[src/mbox_cmd_pkg.sv]
package mbox_cmd_pkg;
	localparam int NCH = 8;
	localparam logic [7:0] ADR_CMD_WORD = 8'h00;
	localparam logic [7:0] ADR_REPLY_WORD = 8'h04;
	localparam logic [7:0] CMD_CLR_ECHO = 8'h00;
	localparam logic [7:0] CMD_MATCH_IRQ_EN = 8'h2b;
	localparam logic [7:0] CMD_MATCH_FIRST = 8'h48;
	localparam logic [7:0] CMD_MATCH_LAST = 8'h4f;
	localparam logic [7:0] CMD_RD_IRQ_FLAGS = 8'h60;
	localparam logic [7:0] CMD_RD_EDGE_FLAGS = 8'h61;
	localparam logic [7:0] CMD_RD_CNT_FLAGS = 8'h62;
	localparam logic [7:0] TOP_BYTE_ZERO = 8'h00;
	localparam logic [7:0] BYTE_ZERO = 8'h00;
	localparam logic [4:0] IRQ_RSVD_ZERO = 5'h00;
	localparam logic [31:0] WORD_ZERO = 32'h0000_0000;
	localparam int IRQ_PAT_BIT = 0;
	localparam int IRQ_COS_BIT = 1;
	localparam int IRQ_CNT_BIT = 2;
	typedef logic [NCH-1:0][15:0] cnt_arr_t;
	typedef struct packed {
		logic cyc;
		logic stb;
		logic we;
		logic [7:0] adr;
		logic [3:0] sel;
		logic [31:0] dat;
	} wb_req_t;
	typedef struct packed {
		logic ack;
		logic [31:0] dat;
	} wb_rsp_t;
	typedef struct packed {
		logic [7:0] host_out_byte3;
		logic [7:0] host_out_cmd_byte;
		logic [7:0] host_out_byte1;
		logic [7:0] host_out_byte0;
	} host_cmd_t;
	typedef struct packed {
		logic [7:0] card_reply_input_levels;
		logic [7:0] card_reply_echo_byte;
		logic [7:0] card_reply_byte1;
		logic [7:0] card_reply_byte0;
	} card_reply_t;
	typedef struct packed {
		logic ack;
		logic [31:0] rd;
		host_cmd_t cmd;
		card_reply_t reply;
		cnt_arr_t match_val;
		logic [NCH-1:0] match_irq_en;
		logic [NCH-1:0] last_in;
		logic primed;
		logic [NCH-1:0] rise;
		logic [NCH-1:0] fall;
		logic [NCH-1:0] ovf;
		logic [NCH-1:0] hit;
		logic [NCH-1:0] eq_prev;
		logic [2:0] irq_flags;
		logic irq;
	} state_t;
	localparam state_t STATE_RST = '0;
endpackage

[src/input_counter_flag_commands.sv]
`timescale 1ns/1ps
// Operation
// - Match value command: top byte zero, code, high byte, low byte; value 256*high+low
// - Eight stored sixteen-bit match values, code 48h plus n selects channel n
// - Reply carries present input levels on top byte and echoed code below
// - Channel with counter and match interrupt enabled whose counter reaches its match value raises an interrupt
// - Match value write ignored for a channel whose counter is not enabled
// - Flag read 60h: bit0 pattern, bit1 change of state, bit2 counter event
// - Any flag bit set means an interrupt was signalled to the system
// - Edge read 61h: byte1 bit n set when last change was falling
// - Edge read 61h: byte0 bit n set when last change was rising
// - Edge reply bit n belongs to input channel n
// - Counter read 62h: byte1 bit n set when counter n overflowed
// - Counter read 62h: byte0 bit n set when counter n hit match
// - Code zero clears the echo byte to zero
// - Code 2Bh sets the per-channel match interrupt enables
module input_counter_flag_commands (
	input wire logic ref_clk_i,
	input wire logic rst_b_i,
	input wire mbox_cmd_pkg::wb_req_t wb_req_i,
	output mbox_cmd_pkg::wb_rsp_t wb_rsp_o,
	input wire logic [7:0] isolated_input_i,
	input wire logic [7:0] counter_enable_i,
	input wire mbox_cmd_pkg::cnt_arr_t counter_value_i,
	input wire logic [7:0] counter_overflow_i,
	input wire logic counter_ovf_irq_i,
	input wire logic pattern_irq_i,
	input wire logic cos_irq_i,
	output logic match_irq_o
);
	import mbox_cmd_pkg::*;

	state_t q;
	state_t d;
	host_cmd_t cmdw;
	logic cmd_go;
	logic [2:0] ch;
	logic [NCH-1:0] eq;
	logic [NCH-1:0] hit_ev;
	logic [NCH-1:0] rise_ev;
	logic [NCH-1:0] fall_ev;
	logic clr_irq;
	logic clr_cnt;
	logic match_irq_ev;

	function automatic logic [31:0] lane_merge(input logic [31:0] old_w,
		input logic [31:0] new_w, input logic [3:0] sel);
		logic [31:0] r;
		r = old_w;
		for (int i = 0; i < 4; i++) begin
			if (sel[i]) begin
				r[8*i +: 8] = new_w[8*i +: 8];
			end
		end
		return r;
	endfunction

	function automatic logic is_match_cmd(input logic [7:0] code);
		return (code >= CMD_MATCH_FIRST) && (code <= CMD_MATCH_LAST);
	endfunction

	always_comb begin
		d = q;
		clr_irq = 1'b0;
		clr_cnt = 1'b0;
		// Bus slave: one wait state, ack for one cycle
		d.ack = wb_req_i.cyc && wb_req_i.stb && !q.ack;
		case (wb_req_i.adr)
			ADR_CMD_WORD: d.rd = q.cmd;
			ADR_REPLY_WORD: d.rd = q.reply;
			default: d.rd = WORD_ZERO;
		endcase
		cmdw = lane_merge(q.cmd, wb_req_i.dat, wb_req_i.sel);
		cmd_go = d.ack && wb_req_i.we && (wb_req_i.adr == ADR_CMD_WORD);
		ch = cmdw.host_out_cmd_byte[2:0];
		if (cmd_go) begin
			d.cmd = cmdw;
		end
		// Command execution
		if (cmd_go && (cmdw.host_out_byte3 == TOP_BYTE_ZERO)) begin
			case (cmdw.host_out_cmd_byte)
				CMD_CLR_ECHO: begin
					d.reply.card_reply_input_levels = isolated_input_i;
					d.reply.card_reply_echo_byte = BYTE_ZERO;
					d.reply.card_reply_byte1 = BYTE_ZERO;
					d.reply.card_reply_byte0 = BYTE_ZERO;
				end
				CMD_MATCH_IRQ_EN: begin
					d.match_irq_en = cmdw.host_out_byte0;
					d.reply = '{isolated_input_i, cmdw.host_out_cmd_byte,
						BYTE_ZERO, BYTE_ZERO};
				end
				CMD_RD_IRQ_FLAGS: begin
					d.reply = '{isolated_input_i, cmdw.host_out_cmd_byte,
						BYTE_ZERO, {IRQ_RSVD_ZERO, q.irq_flags}};
					clr_irq = 1'b1;
				end
				CMD_RD_EDGE_FLAGS: begin
					d.reply = '{isolated_input_i, cmdw.host_out_cmd_byte,
						q.fall, q.rise};
				end
				CMD_RD_CNT_FLAGS: begin
					d.reply = '{isolated_input_i, cmdw.host_out_cmd_byte,
						q.ovf, q.hit};
					clr_cnt = 1'b1;
				end
				default: begin
					if (is_match_cmd(cmdw.host_out_cmd_byte)) begin
						if (counter_enable_i[ch]) begin
							d.match_val[ch] = {cmdw.host_out_byte1,
								cmdw.host_out_byte0};
						end
						d.reply = '{isolated_input_i, cmdw.host_out_cmd_byte,
							BYTE_ZERO, BYTE_ZERO};
					end
				end
			endcase
		end
		// Edge direction tracking, bit n is channel n
		rise_ev = q.primed ? (isolated_input_i & ~q.last_in) : '0;
		fall_ev = q.primed ? (~isolated_input_i & q.last_in) : '0;
		d.rise = (q.rise & ~fall_ev) | rise_ev;
		d.fall = (q.fall & ~rise_ev) | fall_ev;
		d.last_in = isolated_input_i;
		d.primed = 1'b1;
		// Match detection on enabled counters
		for (int i = 0; i < NCH; i++) begin
			eq[i] = counter_enable_i[i] &&
				(counter_value_i[i] == q.match_val[i]);
		end
		hit_ev = eq & ~q.eq_prev;
		d.eq_prev = eq;
		match_irq_ev = |(hit_ev & q.match_irq_en);
		d.irq = match_irq_ev;
		// Sticky flags, set wins over read clear
		d.hit = (q.hit & ~{NCH{clr_cnt}}) | hit_ev;
		d.ovf = (q.ovf & ~{NCH{clr_cnt}}) | counter_overflow_i;
		d.irq_flags = q.irq_flags & ~{3{clr_irq}};
		d.irq_flags[IRQ_PAT_BIT] = d.irq_flags[IRQ_PAT_BIT] | pattern_irq_i;
		d.irq_flags[IRQ_COS_BIT] = d.irq_flags[IRQ_COS_BIT] | cos_irq_i;
		d.irq_flags[IRQ_CNT_BIT] = d.irq_flags[IRQ_CNT_BIT] |
			counter_ovf_irq_i | match_irq_ev;
	end

	always_ff @(posedge ref_clk_i) begin
		if (!rst_b_i) begin
			q <= STATE_RST;
		end else begin
			q <= d;
		end
	end

	assign wb_rsp_o = '{ack: q.ack, dat: q.rd};
	assign match_irq_o = q.irq;
endmodule

[config.mk]
export PLATFORM = sky130hd
export DESIGN_NAME = input_counter_flag_commands
export DESIGN_NICKNAME = d
export VERILOG_FILES = /design/src/mbox_cmd_pkg.sv /design/src/input_counter_flag_commands.sv
export SDC_FILE = /design/constraint.sdc
export NUM_CORES = 1
export LEC_CHECK = 0
export ABC_AREA = 1
export BUFFER_PORTS_ARGS = -buffer_cell sky130_fd_sc_hd__buf_4
export CORE_ASPECT_RATIO = 0.6
export CORE_MARGIN = 4
export CORE_UTILIZATION = 57
export DETAILED_ROUTE_END_ITERATION = 8
export PLACE_DENSITY = 0.83
export SYNTH_ARGS = -nofsm -noshare
export SYNTH_HDL_FRONTEND = slang
export SYNTH_SLANG_ARGS = --single-unit
[constraint.sdc]
create_clock -name ref_clk_i -period 2.3 [get_ports ref_clk_i]
set_input_delay 0.345 -clock ref_clk_i [delete_from_list [all_inputs] [get_ports ref_clk_i]]
set_output_delay 0.345 -clock ref_clk_i [all_outputs]
set_load 0.03 [all_outputs]
==> results.toml <==
[yosys]
synth_top_area_share_pct = 39.2
synth-seq-cells = 286
syn-num-nets = 2454
synth_warnings = 0
synthesis.area_um2 = 14600
avgSynthCellArea_um2 = 6.49
yosys.area.top_type = "dfxtp_1"
ys_seq_area_share_pct = 39.2
synthDistinctLibCells = 38
synthTopCellsByArea = "dfxtp_1, nand2_1, inv_1"
synthCells = 2250

[power_and_ir_drop]
sw_frac_of_total_pct = 23.6
comb_power_share_pct = 9.7
p_clk_share_pct = 44.7
p_leak_uw = 0.00777
p_switching_uw = 2590
p_per_area_nw_per_um2 = 625
seq_power_share_pct = 45.6
ir_drop_v = 0.000680
intPower_uw = 8390

[sta]
finalCritPeriodShare_pct = 93.2
final_max_slew_viol_count = 0
rsz0062_at_grt = "false"
tns_ps = 0
fmax_ghz = 0.467
fin_skew_ps = 10.4
max_slew_margin_pct = 63.8
period_needed_ps = 2140
hold_ws_ps = 22.4
tightest_slew_ps = 543
finalHoldViolCount = 0
setup_viol = 0

[clocking]
cts.clk_slew.worst_paths_ps = 70
clkLatencyLatePin_ps = 550
clockBufferDepth = 3
cts_sinks = 286
cts_buffers = 27
htree_levels = 1
cts_tree = "done"
root_buffer = "clkbuf_16"

[die]
die_height_um = 132
die_area_um2 = 28300
fp.dieW_um = 215
start_util_pct = 57.8
row_count = 45
top_level_ports = 238
core_um2 = 25200

[cells_and_area]
postLayoutCoreUtil_pct = 69.7
drive_gt1_share_pct = 15.7
area_growth_pct = 20.4
fin_nets = 2645
final_common_cell = "nand2_1"
final_cell_mix = "nand2_1, inv_1, nor2_1"
n_antenna_cell = 0

[worst_setup_path]
crit_top_cell = "nor2_1"
cp.buffers_inverters = 4
cp_slowest_stage_delay_ps = 300
worstPathMaxFanout = 24
path_class = "reg -> reg"
critPathRequiredTime_ps = 2740
start_kind = "flip-flop"
path_cells = "inv_1 -> o21ai_0 -> nor2_1 -> nand3_1 -> nor2_1 -> nand2_1 -> clkinv_2 -> nand2_2 -> nor2_4 -> buf_12 -> buf_4 -> nand3_1 -> nand2_1 -> nor2_1"
crit_family = "simple AND/OR/NAND/NOR gates"
slowest_stage = "dfxtp_1"
end_kind = "flip-flop"
arrival_ps = 2580

[grt]
grt_pass1_vias = 13399
antenna_found_initial = 1
grt_pass1_wl_mm = 70.1
grt_max_degree = 99
grt.total_usage_pct = 30.1
grt-ovfl-total = 0

[route]
first_iter_violations = 1771
drc = 0
via_per_inst = 5.37
drtAntennaViolNets = 0
wl_mm = 44.8
wire_per_inst_um = 16.1
vias = 14975
firstDrtPassIters = 6

[placement]
dp_hpwl_mm = 33.0
gp_congestion = 0.945
port_buffers = 237

[outcome]
outcome = "finished clean"

[min_path]
hold_class = "in -> reg"

[run]
max_cap_violations = 0
through the flow:
step	setup WS [ps]	std cells	power, uW	area, um^2
2_1_floorplan	352	2250	5620	14600
3_3_place_gp	94.0	2734	6130	16500
3_5_place_dp	19.2	2734	6160	16500
4_1_cts	197	2787	11000	17600
5_1_grt	12.4	2787	11300	17600
6_report	156	2787	11000	17600
logic make-up (layout without fill, tap and decap cells):
logic type / after synthesis / after routing / share of synthesized area (%)
and+or+nand+nor: 1055 / 1055 / 30.0
buffers and inverters: 505 / 713 / 15.4
AOI/OAI and AO/OA: 375 / 375 / 13.6
DFF: 286 / 286 / 39.2
xor gates and xnor gates: 29 / 29 / 1.74
area by class of cell:
class,instances,area [um^2]
clock buffers,35,746
clock inverters,11,223
fillers,2104,7650
inverters,361,1360
multi-input cells,1459,6650
flip-flops and latches,286,5730
well taps,329,412
repair buffers,306,2450
power by group through the flow:
stage	registers (uW)	logic [uW]	clock network [uW]
after CTS	5010	1050	4940
after floorplan	5110	505	0
after detailed placement	5130	1030	0
after global routing	5010	1160	5130
final	5010	1070	4910
after global placement	5120	1000	0
synthesized netlist by cell type:
library cell / instances
a211oi_1: 5
a21oi_1: 217
a21oi_2: 1
buf_1: 12
buf_2: 5
buf_4: 43
buf_6: 24
clkbuf_1: 60
clkinv_1: 2
clkinv_2: 1
dfxtp_1: 286
inv_1: 353
inv_2: 5
nand2_1: 508
nand2_2: 3
nand2_4: 1
nand3_1: 180
nand3_2: 1
nand4_1: 23
nor2_1: 303
nor2_2: 1
nor2_4: 4
nor3_1: 13
nor3_2: 3
nor3b_4: 1
o211ai_1: 5
o21a_1: 1
o21ai_0: 82
o21ai_1: 26
o21ai_4: 2
o21bai_1: 2
o221ai_1: 1
o22ai_1: 30
o2bb2ai_1: 1
o31ai_1: 2
or2_0: 1
or2_2: 13
xnor2_1: 29
final timing paths:
path	from	end	slack, ps	cells past startpoint
max	q[246]	flip-flop	160	14
min	isolated_input_i[1]	q[46]	20	3
max reg2reg	q[246]	flip-flop	160	14
min reg2reg	q[54]	q[54]	450	2
metal layers:
metal | global-route usage [%] | up-vias | share of wire, %
met2 | 43.3 | 811 | 41
met1 | 45.5 | 6724 | 44
met3 | 6.31 | 87 | 12
li1 | - | 7351 | -
met5 | 0 | - | 0.022
met4 | 8.24 | 2 | 2.5
what timing repair did:
action,in CTS,in global routing
endpoints found under the hold margin,7,0
buffers inserted,0,0
setup endpoints to repair,0,1
hold buffers,7,0
gates resized for setup,0,2
tightest hold or removal path, stage by stage:
cell	delay, ps
buf_4	110
nand2_1	50
inv_1	40
Power figures use the tool's default switching activity.
